==> config.mk <==
export PLATFORM = sky130hd
export DESIGN_NAME = lsr_light_regs
export DESIGN_NICKNAME = d
export VERILOG_FILES = /design/src/include/lsr_pkg.sv /design/src/lsr_conv_timer.sv /design/src/lsr_light_regs.sv
export VERILOG_INCLUDE_DIRS = /design/src /design/src/include
export SDC_FILE = /design/constraint.sdc
export NUM_CORES = 1
export LEC_CHECK = 0
export BUFFER_PORTS_ARGS = -buffer_cell sky130_fd_sc_hd__buf_2
export CAP_MARGIN = 10
export CORE_MARGIN = 2
export CORE_UTILIZATION = 45
export DETAILED_ROUTE_END_ITERATION = 10
export PLACE_DENSITY_LB_ADDON = 0.15
export SLEW_MARGIN = 20
export SYNTH_ARGS = -nofsm -noshare
export SYNTH_HDL_FRONTEND = slang
export SYNTH_HIERARCHICAL = 1
export SYNTH_SLANG_ARGS = --single-unit
==> constraint.sdc <==
create_clock -name clk_sys -period 2.8 [get_ports clk_sys]
set_input_delay 0.7 -clock clk_sys [delete_from_list [all_inputs] [get_ports clk_sys]]
set_output_delay 0.7 -clock clk_sys [all_outputs]
set_load 0.03 [all_outputs]
==> src/include/lsr_params.svh <==
// offsets, field positions, reset values and timing counts of the light sensor register set
`ifndef LSR_PARAMS_SVH
`define LSR_PARAMS_SVH

// ==========================================================
// register offsets (one byte each)
`define LSR_ADDR_OPMODE 8'h00
`define LSR_ADDR_CTRL   8'h01
`define LSR_ADDR_RES_LO 8'h02
`define LSR_ADDR_RES_HI 8'h03
`define LSR_ADDR_ID     8'h0F
`define LSR_ADDR_LAST   8'h0F

// ==========================================================
// field positions
`define LSR_OPM_LSB     5
`define LSR_RANGE_LSB   0
`define LSR_RES_LSB     2
`define LSR_ID_LSB      3
`define LSR_BROWNOUT_BIT 7

// ==========================================================
// reset values
`define LSR_CTRL_RST    8'h00
`define LSR_RESULT_RST  16'h0000
`define LSR_BROWNOUT_RST 1'b1

// ==========================================================
// full scale illuminance per range code, in lux
`define LSR_FULL_SCALE_0 16'h03E8
`define LSR_FULL_SCALE_1 16'h0FA0
`define LSR_FULL_SCALE_2 16'h3E80
`define LSR_FULL_SCALE_3 16'hFA00

// ==========================================================
// valid result bits per resolution code
`define LSR_MASK_16     16'hFFFF
`define LSR_MASK_12     16'h0FFF
`define LSR_MASK_8      16'h00FF
`define LSR_MASK_4      16'h000F

// ==========================================================
// integration times in ns, and the clock period they are counted in
`define LSR_CLK_PERIOD_NS 4
`define LSR_T_INT4_NS   22000
`define LSR_T_INT8_NS   352000
`define LSR_T_INT12_NS  5600000
`define LSR_T_INT16_NS  105000000
`define LSR_INT4_CYC    (`LSR_T_INT4_NS / `LSR_CLK_PERIOD_NS)
`define LSR_INT8_CYC    (`LSR_T_INT8_NS / `LSR_CLK_PERIOD_NS)
`define LSR_INT12_CYC   (`LSR_T_INT12_NS / `LSR_CLK_PERIOD_NS)
`define LSR_INT16_CYC   (`LSR_T_INT16_NS / `LSR_CLK_PERIOD_NS)

`endif

==> src/include/lsr_pkg.sv <==
// types shared by the light sensor register set
package lsr_pkg;

  // ==========================================================
  // serial target states
  typedef enum logic [3:0] {
    LSR_ST_IDLE,
    LSR_ST_ADDR,
    LSR_ST_ACK_ADDR,
    LSR_ST_REG,
    LSR_ST_ACK_REG,
    LSR_ST_WR,
    LSR_ST_ACK_WR,
    LSR_ST_RD,
    LSR_ST_ACK_RD
  } lsr_i2c_st_t;

  // ==========================================================
  // converter control as seen by the analog side
  typedef struct packed {
    logic [2:0] op_mode;
    logic [1:0] resolution_sel;
    logic [1:0] lux_scale_sel;
  } lsr_ctrl_t;

endpackage

==> src/lsr_conv_timer.sv <==
// integration period counter of the light sensor converter
`timescale 1ns/10ps
`include "lsr_params.svh"

module lsr_conv_timer #(
  parameter int CYC4  = `LSR_INT4_CYC,
  parameter int CYC8  = `LSR_INT8_CYC,
  parameter int CYC12 = `LSR_INT12_CYC,
  parameter int CYC16 = `LSR_INT16_CYC,
  parameter int CNT_W = 32
) (
  input  wire logic       clk_sys,
  input  wire logic       rst_n,
  input  wire logic       ce,
  input  wire logic       restart,
  input  wire logic       run,
  input  wire logic [1:0] res_sel,
  output logic            done
);

  // ==========================================================
  // parameter check
  generate
    if (CNT_W < 2 || CNT_W > 32 || CYC4 < 1 || CYC8 < 1 || CYC12 < 1 || CYC16 < 1 ||
        (CNT_W < 31 && (CYC16 >= (1 << CNT_W) || CYC12 >= (1 << CNT_W))))
    begin : g_bad_param
      $error("lsr_conv_timer: counts do not fit the counter");
    end
  endgenerate

  localparam logic [CNT_W-1:0] LIM4  = CNT_W'(CYC4);
  localparam logic [CNT_W-1:0] LIM8  = CNT_W'(CYC8);
  localparam logic [CNT_W-1:0] LIM12 = CNT_W'(CYC12);
  localparam logic [CNT_W-1:0] LIM16 = CNT_W'(CYC16);

  logic [CNT_W-1:0] cnt_reg;
  logic [CNT_W-1:0] limit;
  logic             done_reg;

  // ==========================================================
  // period follows the resolution code: more bits, longer integration
  always_comb
  begin
    case (res_sel)
      2'h0:    limit = LIM16;
      2'h1:    limit = LIM12;
      2'h2:    limit = LIM8;
      default: limit = LIM4;
    endcase
  end

  // counter restarts on any control change so a result never mixes settings
  always_ff @(posedge clk_sys or negedge rst_n)
  begin
    if (!rst_n)
    begin
      cnt_reg  <= '0;
      done_reg <= 1'b0;
    end
    else if (ce)
    begin
      done_reg <= 1'b0;
      if (restart || !run)
        cnt_reg <= '0;
      else if (cnt_reg >= limit - CNT_W'(1))
      begin
        cnt_reg  <= '0;
        done_reg <= 1'b1;
      end
      else
        cnt_reg <= cnt_reg + CNT_W'(1);
    end
  end

  assign done = done_reg;

  conv_len_a:
    assert property (@(posedge clk_sys) disable iff (!rst_n)
      ce && run && !restart && cnt_reg == limit - CNT_W'(1) |=> done_reg && cnt_reg == '0)
    else $error("conversion did not end at the selected period");

endmodule

==> src/lsr_light_regs.sv <==
// register set and serial target of the ambient light sensor
`timescale 1ns/10ps
`include "lsr_params.svh"

// Overview of operation
// range code 0..3 selects 1,000, 4,000, 16,000 or 64,000 lux full scale
// resolution code selects 65,536, 4,096, 256 or 16 result codes: 16/12/8/4 bits
// integration period follows resolution: 0.022, 0.352, 5.6 or 105 ms
// control register holds range in bits 1:0, resolution in 3:2, rest reserved
// control and result registers load zero at power-on
// result low byte sits at 0x02, high byte at 0x03, both read-only
// result is right-aligned from bit 0 for every resolution
// both result bytes are overwritten at the end of each conversion
// read-only three-bit identity code in bits 5:3 of register 0x0F
// host masks bits 0-2, 6 and 7 when identifying the part
// brownout flag in bit 7 of 0x0F is set at power-up
// host writes 0 to brownout flag; it stays clear until next power-up
// host picks 16-bit resolution when mains flicker must be rejected
// mode field bits 7:5 of 0x00: off, once/continuous visible or infrared
// each written byte is acknowledged, pointer advances and wraps after last
// result bits above the selected width read as zero
module lsr_light_regs #(
  parameter logic [6:0] DEV_ADDR = 7'h44,
  parameter logic [2:0] ID_CODE  = 3'h2,  // arbitrary value
  parameter int         CYC4     = `LSR_INT4_CYC,
  parameter int         CYC8     = `LSR_INT8_CYC,
  parameter int         CYC12    = `LSR_INT12_CYC,
  parameter int         CYC16    = `LSR_INT16_CYC
) (
  input  wire logic          clk_sys,
  input  wire logic          rst_n,
  input  wire logic          ce,
  input  wire logic          scl_in,
  input  wire logic          sda_in,
  input  wire logic [15:0]   adc_raw,
  output logic               sda_out,
  output logic               sda_oe_n,
  output lsr_pkg::lsr_ctrl_t ctrl,
  output logic               conv_active,
  output logic               conv_ir,
  output logic [15:0]        full_scale_lux
);

  lsr_pkg::lsr_i2c_st_t st_reg;
  lsr_pkg::lsr_ctrl_t   ctrl_reg;
  logic                 scl_d_reg;
  logic                 sda_d_reg;
  logic [3:0]           cnt_reg;
  logic [7:0]           shift_reg;
  logic                 rnw_reg;
  logic                 sda_oe_n_reg;
  logic                 sda_out_reg;
  logic [7:0]           ptr_reg;
  logic [7:0]           ptr_next;
  logic                 brownout_flag_reg;
  logic [15:0]          result_reg;
  logic [15:0]          full_scale_lux_reg;
  logic                 conv_active_reg;
  logic                 conv_ir_reg;
  logic                 scl_rise;
  logic                 scl_fall;
  logic                 bus_start;
  logic                 bus_stop;
  logic                 wr_fire;
  logic                 rd_load;
  logic                 ptr_load;
  logic                 restart;
  logic                 run;
  logic                 conv_done;
  logic                 mode_once;
  logic [7:0]           rd_byte;
  logic [15:0]          res_mask;

  // ==========================================================
  // bus line sampling; pins are synchronous to clk_sys so one stage suffices
  always_ff @(posedge clk_sys or negedge rst_n)
  begin
    if (!rst_n)
    begin
      scl_d_reg <= 1'b1;
      sda_d_reg <= 1'b1;
    end
    else if (ce)
    begin
      scl_d_reg <= scl_in;
      sda_d_reg <= sda_in;
    end
  end

  // edge and condition detection
  assign scl_rise  = ce && scl_in && !scl_d_reg;
  assign scl_fall  = ce && !scl_in && scl_d_reg;
  assign bus_start = ce && scl_in && scl_d_reg && sda_d_reg && !sda_in;
  assign bus_stop  = ce && scl_in && scl_d_reg && !sda_d_reg && sda_in;

  // byte-complete strobes: pointer and write on the falling clock edge after the eighth bit, read load on the one ending the acknowledge
  assign ptr_load = scl_fall && st_reg == lsr_pkg::LSR_ST_REG && cnt_reg == 4'h8;
  assign wr_fire  = scl_fall && st_reg == lsr_pkg::LSR_ST_WR && cnt_reg == 4'h8;
  assign rd_load  = scl_fall && ((st_reg == lsr_pkg::LSR_ST_ACK_ADDR && rnw_reg) ||
                                 st_reg == lsr_pkg::LSR_ST_ACK_RD);

  // ==========================================================
  // serial target state machine
  always_ff @(posedge clk_sys or negedge rst_n)
  begin
    if (!rst_n)
    begin
      st_reg       <= lsr_pkg::LSR_ST_IDLE;
      cnt_reg      <= 4'h0;
      shift_reg    <= 8'h00;
      rnw_reg      <= 1'b0;
      sda_oe_n_reg <= 1'b1;
    end
    else if (bus_start)
    begin
      st_reg       <= lsr_pkg::LSR_ST_ADDR;
      cnt_reg      <= 4'h0;
      sda_oe_n_reg <= 1'b1;
    end
    else if (bus_stop)
    begin
      st_reg       <= lsr_pkg::LSR_ST_IDLE;
      sda_oe_n_reg <= 1'b1;
    end
    else if (scl_rise)
    begin
      case (st_reg)
        lsr_pkg::LSR_ST_ADDR, lsr_pkg::LSR_ST_REG, lsr_pkg::LSR_ST_WR:
          if (cnt_reg != 4'h8)
          begin
            shift_reg <= {shift_reg[6:0], sda_in};
            cnt_reg   <= cnt_reg + 4'h1;
          end
        lsr_pkg::LSR_ST_ACK_RD:
          if (sda_in)
            st_reg <= lsr_pkg::LSR_ST_IDLE; // host did not acknowledge: read ends
        default:
          ;
      endcase
    end
    else if (rd_load)
    begin
      // first bit goes out now, the rest on the following falling edges
      sda_oe_n_reg <= rd_byte[7];
      shift_reg    <= {rd_byte[6:0], 1'b0};
      cnt_reg      <= 4'h1;
      st_reg       <= lsr_pkg::LSR_ST_RD;
    end
    else if (scl_fall)
    begin
      case (st_reg)
        lsr_pkg::LSR_ST_ADDR:
          if (cnt_reg == 4'h8)
          begin
            if (shift_reg[7:1] == DEV_ADDR)
            begin
              sda_oe_n_reg <= 1'b0;
              rnw_reg      <= shift_reg[0];
              st_reg       <= lsr_pkg::LSR_ST_ACK_ADDR;
            end
            else
              st_reg <= lsr_pkg::LSR_ST_IDLE;
          end
        lsr_pkg::LSR_ST_REG:
          if (cnt_reg == 4'h8)
          begin
            sda_oe_n_reg <= 1'b0;
            st_reg       <= lsr_pkg::LSR_ST_ACK_REG;
          end
        lsr_pkg::LSR_ST_WR:
          if (cnt_reg == 4'h8)
          begin
            sda_oe_n_reg <= 1'b0;
            st_reg       <= lsr_pkg::LSR_ST_ACK_WR;
          end
        lsr_pkg::LSR_ST_ACK_ADDR:
        begin
          sda_oe_n_reg <= 1'b1;
          cnt_reg      <= 4'h0;
          st_reg       <= lsr_pkg::LSR_ST_REG;
        end
        lsr_pkg::LSR_ST_ACK_REG, lsr_pkg::LSR_ST_ACK_WR:
        begin
          sda_oe_n_reg <= 1'b1;
          cnt_reg      <= 4'h0;
          st_reg       <= lsr_pkg::LSR_ST_WR;
        end
        lsr_pkg::LSR_ST_RD:
          if (cnt_reg == 4'h8)
          begin
            sda_oe_n_reg <= 1'b1; // release for the host acknowledge
            st_reg       <= lsr_pkg::LSR_ST_ACK_RD;
          end
          else
          begin
            sda_oe_n_reg <= shift_reg[7];
            shift_reg    <= {shift_reg[6:0], 1'b0};
            cnt_reg      <= cnt_reg + 4'h1;
          end
        default:
          ;
      endcase
    end
  end

  // line is only ever pulled low; a one is sent by releasing it
  always_ff @(posedge clk_sys or negedge rst_n)
  begin
    if (!rst_n)
      sda_out_reg <= 1'b0;
    else if (ce)
      sda_out_reg <= 1'b0;
  end

  // ==========================================================
  // register pointer: advances after every data byte, wraps past the last
  assign ptr_next = (ptr_reg == `LSR_ADDR_LAST) ? `LSR_ADDR_OPMODE : ptr_reg + 8'h01;

  always_ff @(posedge clk_sys or negedge rst_n)
  begin
    if (!rst_n)
      ptr_reg <= `LSR_ADDR_OPMODE;
    else if (ptr_load)
      ptr_reg <= shift_reg;
    else if (wr_fire || rd_load)
      ptr_reg <= ptr_next;
  end

  // read data; unmapped offsets and reserved bits read as zero
  always_comb
  begin
    case (ptr_reg)
      `LSR_ADDR_OPMODE: rd_byte = {ctrl_reg.op_mode, 5'h00};
      `LSR_ADDR_CTRL:   rd_byte = {4'h0, ctrl_reg.resolution_sel, ctrl_reg.lux_scale_sel};
      `LSR_ADDR_RES_LO: rd_byte = result_reg[7:0];
      `LSR_ADDR_RES_HI: rd_byte = result_reg[15:8];
      `LSR_ADDR_ID:     rd_byte = {brownout_flag_reg, 1'b0, ID_CODE, 3'h0};
      default:          rd_byte = 8'h00;
    endcase
  end

  // ==========================================================
  // control registers; a host write to the mode field beats the auto power-down
  assign mode_once = ctrl_reg.op_mode == 3'h1 || ctrl_reg.op_mode == 3'h2;
  assign run       = mode_once || ctrl_reg.op_mode == 3'h5 || ctrl_reg.op_mode == 3'h6;
  assign restart   = wr_fire && (ptr_reg == `LSR_ADDR_OPMODE || ptr_reg == `LSR_ADDR_CTRL);

  always_ff @(posedge clk_sys or negedge rst_n)
  begin
    if (!rst_n)
      ctrl_reg <= lsr_pkg::lsr_ctrl_t'(7'(`LSR_CTRL_RST));
    else
    begin
      if (wr_fire && ptr_reg == `LSR_ADDR_CTRL)
      begin
        ctrl_reg.lux_scale_sel  <= shift_reg[`LSR_RANGE_LSB +: 2];
        ctrl_reg.resolution_sel <= shift_reg[`LSR_RES_LSB +: 2];
      end
      if (wr_fire && ptr_reg == `LSR_ADDR_OPMODE)
        ctrl_reg.op_mode <= shift_reg[`LSR_OPM_LSB +: 3];
      else if (ce && conv_done && mode_once)
        ctrl_reg.op_mode <= 3'h0; // a range write must not keep a one-shot alive
    end
  end

  // brownout flag: only power-up sets it, so a clear cannot race a set
  always_ff @(posedge clk_sys or negedge rst_n)
  begin
    if (!rst_n)
      brownout_flag_reg <= `LSR_BROWNOUT_RST;
    else if (wr_fire && ptr_reg == `LSR_ADDR_ID && !shift_reg[`LSR_BROWNOUT_BIT])
      brownout_flag_reg <= 1'b0;
  end

  // ==========================================================
  // conversion results, right-aligned with unused upper bits forced low
  always_comb
  begin
    case (ctrl_reg.resolution_sel)
      2'h0:    res_mask = `LSR_MASK_16;
      2'h1:    res_mask = `LSR_MASK_12;
      2'h2:    res_mask = `LSR_MASK_8;
      default: res_mask = `LSR_MASK_4;
    endcase
  end

  lsr_conv_timer #(
    .CYC4  (CYC4),
    .CYC8  (CYC8),
    .CYC12 (CYC12),
    .CYC16 (CYC16),
    .CNT_W (32)
  ) u_timer (
    .clk_sys (clk_sys),
    .rst_n   (rst_n),
    .ce      (ce),
    .restart (restart),
    .run     (run),
    .res_sel (ctrl_reg.resolution_sel),
    .done    (conv_done)
  );

  always_ff @(posedge clk_sys or negedge rst_n)
  begin
    if (!rst_n)
      result_reg <= `LSR_RESULT_RST;
    else if (ce && conv_done)
      result_reg <= adc_raw & res_mask;
  end

  // analog-facing status and full scale, registered so outputs come from flops
  always_ff @(posedge clk_sys or negedge rst_n)
  begin
    if (!rst_n)
    begin
      full_scale_lux_reg <= `LSR_FULL_SCALE_0;
      conv_active_reg    <= 1'b0;
      conv_ir_reg        <= 1'b0;
    end
    else if (ce)
    begin
      case (ctrl_reg.lux_scale_sel)
        2'h0:    full_scale_lux_reg <= `LSR_FULL_SCALE_0;
        2'h1:    full_scale_lux_reg <= `LSR_FULL_SCALE_1;
        2'h2:    full_scale_lux_reg <= `LSR_FULL_SCALE_2;
        default: full_scale_lux_reg <= `LSR_FULL_SCALE_3;
      endcase
      conv_active_reg <= run;
      conv_ir_reg     <= run && ctrl_reg.op_mode[1];
    end
  end

  assign sda_out        = sda_out_reg;
  assign sda_oe_n       = sda_oe_n_reg;
  assign ctrl           = ctrl_reg;
  assign conv_active    = conv_active_reg;
  assign conv_ir        = conv_ir_reg;
  assign full_scale_lux = full_scale_lux_reg;

  // ==========================================================
  // checks
  lux_map_a:
    assert property (@(posedge clk_sys) disable iff (!rst_n)
      ce && ctrl_reg.lux_scale_sel == 2'h3 |=> full_scale_lux_reg == 16'hFA00)
    else $error("full scale does not follow range code 3");

  result_mask_a:
    assert property (@(posedge clk_sys) disable iff (!rst_n)
      ce && conv_done && ctrl_reg.resolution_sel == 2'h3 |=> result_reg[15:4] == 12'h000)
    else $error("upper result bits not zero at 4-bit resolution");

  result_update_a:
    assert property (@(posedge clk_sys) disable iff (!rst_n)
      ce && conv_done |=> result_reg == ($past(adc_raw) & $past(res_mask)))
    else $error("result not refreshed at end of conversion");

  brownout_flag_clear_a:
    assert property (@(posedge clk_sys) disable iff (!rst_n)
      wr_fire && ptr_reg == 8'h0F && !shift_reg[7] |=> !brownout_flag_reg)
    else $error("brownout flag not cleared by write");

  brownout_flag_sticky_a:
    assert property (@(posedge clk_sys) disable iff (!rst_n)
      !brownout_flag_reg |=> !brownout_flag_reg)
    else $error("brownout flag came back without power-up");

  ptr_wrap_a:
    assert property (@(posedge clk_sys) disable iff (!rst_n)
      wr_fire && ptr_reg == 8'h0F |=> ptr_reg == 8'h00)
    else $error("pointer did not wrap after last register");

  byte_ack_a:
    assert property (@(posedge clk_sys) disable iff (!rst_n)
      wr_fire |=> !sda_oe_n_reg && st_reg == lsr_pkg::LSR_ST_ACK_WR)
    else $error("written byte not acknowledged");

  once_stop_a:
    assert property (@(posedge clk_sys) disable iff (!rst_n)
      ce && conv_done && ctrl_reg.op_mode == 3'h1 && !(wr_fire && ptr_reg == 8'h00)
      |=> ctrl_reg.op_mode == 3'h0)
    else $error("single conversion did not power down");

endmodule

After elaboration in Yosys (flattened, before gate mapping)
Index checks and enable logic that the tools add are counted.

storage, ports and cells
  register bits = 103
  word-level logic and storage cells = 178

operators by class
  add/sub/neg operators = 4
  order comparisons = 1
  equal/unequal tests = 40
  muxes and demuxes = 52
  bitwise gates (word level) = 5
  reductions and logical operators = 58

operator list
  kind                                                                  count
  16-bit case mux with 3 select lines                                   2
  8-bit 2-to-1 mux                                                      10
  4-bit 2-to-1 mux                                                      19
  25-bit case mux with 3 select lines                                   1
  32-bit 2-to-1 mux                                                     2
  8-bit case mux with 5 select lines                                    1
  32-bit by 1-bit adder with 32-bit output, second input constant       1
  32-bit greater-or-equal comparator                                    1
  25-bit by 1-bit subtractor with 26-bit output, second input constant  1
  4-bit case mux with 6 select lines                                    1
  1-bit logical AND                                                     23
  6-bit != test, second input constant                                  3
  16-bit AND                                                            1
  4-bit by 3-bit == test with 1-bit output, second input constant       4
  8-bit by 2-bit == test with 1-bit output, second input constant       2
  8-bit AND reduction                                                   2
  5-bit != test, second input constant                                  3
  6-bit AND reduction                                                   2
  1-bit 2-to-1 mux                                                      11
  10-bit nonzero test                                                   1
  5-bit nonzero test                                                    2
  3-bit by 1-bit != test with 1-bit output, second input constant       3
  8-bit by 1-bit adder with 8-bit output, second input constant         1
  4-bit by 2-bit == test with 1-bit output, second input constant       2
  other kinds (35)                                                      61

Longest topological paths before layout
  depth in word-level cells = 9
  mapped depth = 12
  depth with buffers taken out = 11

By module
The synthesis kept the hierarchy.

by module, submodules not included
  module          times used  cells each  area each (um^2)  sequential area each (um^2)
  lsr_light_regs  1           364         3485.8            1535.2
  lsr_conv_timer  1           264         2476.1            825.8

Worst setup path after synthesis
OpenSTA, ideal clock, no wires.

  kind = register -> register
  from = reg ctrl_reg (netlist bit ctrl[3])
  to = reg u_timer.cnt_reg[19]
  setup time = 125 ps
  arrival = 2935 ps
  path slack = -260 ps
  cell stages (with the launch flop) = 10
  buffers on the path = 0
  period minus slack after synthesis = 3060 ps
  cells stage by stage = dfrtp_1 -> inv_1 -> ha_1 -> nand3b_1 -> ha_1 -> nand3_1 -> or2_2 -> a2111oi_0 -> o41a_1 -> o22ai_2

between the ends
  word-level cells in the longest chain between the ends = 6

ends and longest elaborated chain
  element                                            RTL line               RTL
  start: declaration                                 lsr_light_regs.sv:45   lsr_pkg::lsr_ctrl_t ctrl_reg;
  start signal: assignment                           lsr_light_regs.sv:251  ctrl_reg <= lsr_pkg::lsr_ctrl_t'(7'(`LSR_CTRL_RST));
  2-bit == test (tied with other cells)              lsr_conv_timer.sv:44   case (res_sel)
  25-bit case mux with 3 select lines (*)            lsr_conv_timer.sv:44
  25-bit by 1-bit subtractor with 26-bit output (*)  lsr_conv_timer.sv:65   else if (cnt_reg >= limit - CNT_W'(1))
  32-bit greater-or-equal comparator (*)             lsr_conv_timer.sv:65
  32-bit 2-to-1 mux (*)                              lsr_conv_timer.sv:65
  32-bit 2-to-1 mux (*)                              lsr_conv_timer.sv:63   if (restart || !run)
  end signal: assignment                             lsr_conv_timer.sv:71   cnt_reg <= cnt_reg + CNT_W'(1);
  end: declaration                                   lsr_conv_timer.sv:36   logic [CNT_W-1:0] cnt_reg;

Mark *: on every way between the ends. The rest lies on a longest branch, timed or not.
A chain may end at the register's enable or synchronous reset.

Final worst setup path
  from = reg ctrl_reg (netlist bit ctrl[2])
  to = reg u_timer.cnt_reg[25]

The elaborated chain is that of the path after synthesis.

==> qor.csv <==
stage;metric;value;unit
status;run_status;finished, final reports clean;
floorplan;start_util;45.6;%
floorplan;die_w;119;um
final_layout;fillers;1171;
clock_tree;cts-root-buf;clkbuf_16;
drt;drt-pass1-iter-count;6;
critical_path;critPathCaptureType;flop;
floorplan;die_area;14200;um2
hold_path;min_path_type;in -> async;
place;dp.final_hpwl;10900;um
critical_path;worstSetupPathType;reg -> reg;
place;io_buffers;41;
global_routing;grt_start_max_net_pins;53;
synthesis;synth_largest_area_cell;dfrtp_1;
sta;maxSlewViolCount;0;
synthesis;ys_seq_area_share;39.6;%
global_routing;grtUsageMet1;29.1;%
global_routing;met2_usage;36.3;%
drt;wl_per_cell;17.5;um
final_layout;drive_gt1_share;25.3;%
final_layout;finalInstanceArea;7090;um2
drt;totalWireLength;15200;um
floorplan;fp.coreArea;13100;um2
synthesis;synth_area_per_cell;9.49;um2
critical_path;required;3.04;ns
sta;period_needed;2.77;ns
global_routing;busiest_layer;met2;
floorplan;die_y;119;um
synthesis;synthArstFlopShare;100;%
synthesis;yosysMostFrequentCell;dfrtp_1;
clock_tree;clock_sinks;94;
sta;finalSetupViolCount;0;
critical_path;start_kind;flop;
sta;relSlewSlack;53.4;%
synthesis;yosysTopAreaCellShare;36.5;%
sta;finClkSkew;0.0109;ns
clock_tree;cts_buffers;9;
synthesis;ys_top_cells_by_area;dfrtp_1, ha_1, mux2_2, o21ai_0, nand2_1;
drt;vias;5143;
sta;tightest_slew;0.699;ns
floorplan;row_count;42;
global_routing;overflow;0;
drt;ant_nets;0;
synthesis;netlist_area;5960;um2
global_routing;grt_first_pass_wirelength;24800;um
clock_tree;path_clk_slew;0.07;ns
synthesis;synth_ff_type;dfrtp_1;
clock_tree;cts_max_level;3;
final_layout;seq_area;2360;um2
sta;rsz0062_at_grt;yes;
global_routing;track_usage;21.9;%
synthesis;synth_edf_count;0;
global_routing;antenna_found_initial;0;
synthesis;synth_cell_types;74;
floorplan;io_pins;48;
pwr;p_per_area;473;nW/um2
final_layout;diodes;0;
sta;fmax;361;MHz
drt;drc_errors;0;
final_layout;syn_to_final_growth;18.9;%
final_layout;largest_register_ffs;32;
synthesis;synth_common_cells;dfrtp_1, nand2_1, ha_1;
critical_path;cp.arrival;3.01;ns
drt;viasPerCell;5.90;
global_routing;grt_pass1_vias;4912;
sta;setup_tns;0;ns
clock_tree;cts_tree;yes;
sta;post-route-period-util;99.0;%
critical_path;cp_max_fo;6;
place;placed_area;6520;um2
synthesis;yosys_warnings;6;
final_layout;multiInputGateArea;3510;um2
place;globalplace.congestion;0.876;
clock_tree;worstSkewPairLatency;0.36;ns
final_layout;final_nets;754;
clock_tree;clock_path_buffers;2;
sta;final_hold_viol_count;0;
pwr;total_leakage_power;3.15;nW
global_routing;met3_usage;3.40;%
synthesis;synth_seq_cells;94;
synthesis;syn_inst;628;
pwr;peakVddDrop;263;uV
drt;dr.first_iter.drc_count;346;
clock_tree;postCtsHoldBufs;0;
run;max_cap_violations;0;
-- layout make-up --
cell class	count	area share, %
Tap cell	176	3.11
Inverter	35	1.89
Clock buffer	11	3.57
Timing Repair Buffer	80	7.68
Sequential cell	94	33.3
Clock inverter	5	0.918
Multi-Input combinational cell	470	49.5
-- where the power goes --
group	internal (mW)	switching, mW	leakage, nW	total, mW
sequential	1.44	0.132	1.28	1.58
clock	0.751	0.566	0.157	1.32
combinational	0.175	0.286	1.72	0.461
total	2.37	0.984	3.15	3.35
-- metrics by stage --
step	setup WS (ns)	std cells	hold WS, ns	total power, mW	util (%)
finish	0.0279	871	0.389	3.35	54.2
global route	-0.0847	871	0.441	3.51	54.2
CTS	0.00241	865	0.416	3.38	52.3
detailed placement	-0.119	849	0.455	2.05	49.8
global placement	-0.0311	849	0.451	2.04	49.8
floorplan	0.0451	636	0.404	1.88	-
-- placed cells by master (no fill, tap or decap), types with 4 or more instances in the layout --
| master | netlist | layout |
|---|---|---|
| nor4_2 | 4 | 4 |
| nor2b_1 | 7 | 7 |
| mux2_2 | 20 | 20 |
| nand2_1 | 50 | 49 |
| o21ai_0 | 38 | 36 |
| dfrtp_1 | 87 | 85 |
| o2bb2ai_1 | 6 | 5 |
| a211oi_2 | 7 | 7 |
| a22o_1 | 8 | 8 |
| clkbuf_16 | 0 | 9 |
| nand2b_1 | 15 | 15 |
| nor2_1 | 36 | 35 |
| buf_2 | 6 | 40 |
| o22ai_1 | 14 | 12 |
| nand3b_1 | 5 | 5 |
| a21oi_1 | 35 | 34 |
| ha_1 | 43 | 37 |
| o31ai_1 | 6 | 6 |
| ha_4 | 0 | 5 |
| a222oi_1 | 7 | 7 |
| nand4_1 | 20 | 20 |
| conb_1 | 3 | 11 |
| nor3_1 | 7 | 6 |
| inv_1 | 35 | 32 |
| o41ai_1 | 4 | 4 |
| or4_1 | 4 | 4 |
| mux2i_1 | 5 | 4 |
| nand3_1 | 20 | 18 |
| buf_4 | 10 | 32 |
| a31oi_1 | 24 | 24 |
| and3_1 | 10 | 10 |
| dfstp_2 | 7 | 7 |
| buf_6 | 0 | 5 |
-- worst max-delay path, cell delays in order (launching register included) --
cell	delay, ns
dfrtp_2	0.42
inv_2	0.07
ha_1	0.30
inv_2	0.08
ha_4	0.28
and4_4	0.22
o311ai_1	0.10
buf_4	0.17
a2111o_1	0.49
buf_6	0.18
buf_4	0.14
a31oi_1	0.12
o22ai_1	0.09
-- repair_timing --
item                                    4_1_cts  5_1_grt
gates cloned                                  0        1
gates resized for setup                       4       37
buffers inserted                              0        5
endpoints found under the setup margin       12       28
pin swaps                                     1        7
-- final timing paths --
path,slack (ns),to,cells after the start,from
min in group clk_sys,0.46,full_scale_lux[7]$_DFFE_PN1P_,2,full_scale_lux[7]$_DFFE_PN1P_
worst max register to register,0.03,u_timer/cnt_reg[25]$_DFFE_PN0P_,12,ctrl[2]$_DFFE_PN0P_
worst min register to register,0.46,full_scale_lux[7]$_DFFE_PN1P_,2,full_scale_lux[7]$_DFFE_PN1P_
worst min-delay path,0.39,u_timer/cnt_reg[25]$_DFFE_PN0P_,1,rst_n
max in group asynchronous,1.68,sda_oe_n$_DFFE_PN1P_,2,rst_n
worst max-delay path,0.03,u_timer/cnt_reg[25]$_DFFE_PN0P_,12,ctrl[2]$_DFFE_PN0P_
-- cells by family after synthesis --
kind of cell               count (synthesis)  synth area share, %
and+or+nand+nor                          205                 19.5
AOI/OAI and AO/OA                        183                 21.4
xor gates and xnor gates                   3                0.441
adders and majority gates                 43                 9.02
DFF                                       94                 39.6
other                                      3                0.189
muxes                                     25                 4.62
buffers and inverters                     72                 5.29
-- metal layers --
layer | wire (um) | up-vias | part of all wire (%)
li1 | - | 2459 | -
met1 | 6760 | 2519 | 44
met2 | 7500 | 146 | 49
met3 | 733 | 19 | 4.8
met4 | 248 | 0 | 1.6
met5 | 0 | - | 0
No activity file was read; power rests on OpenSTA's default activity.
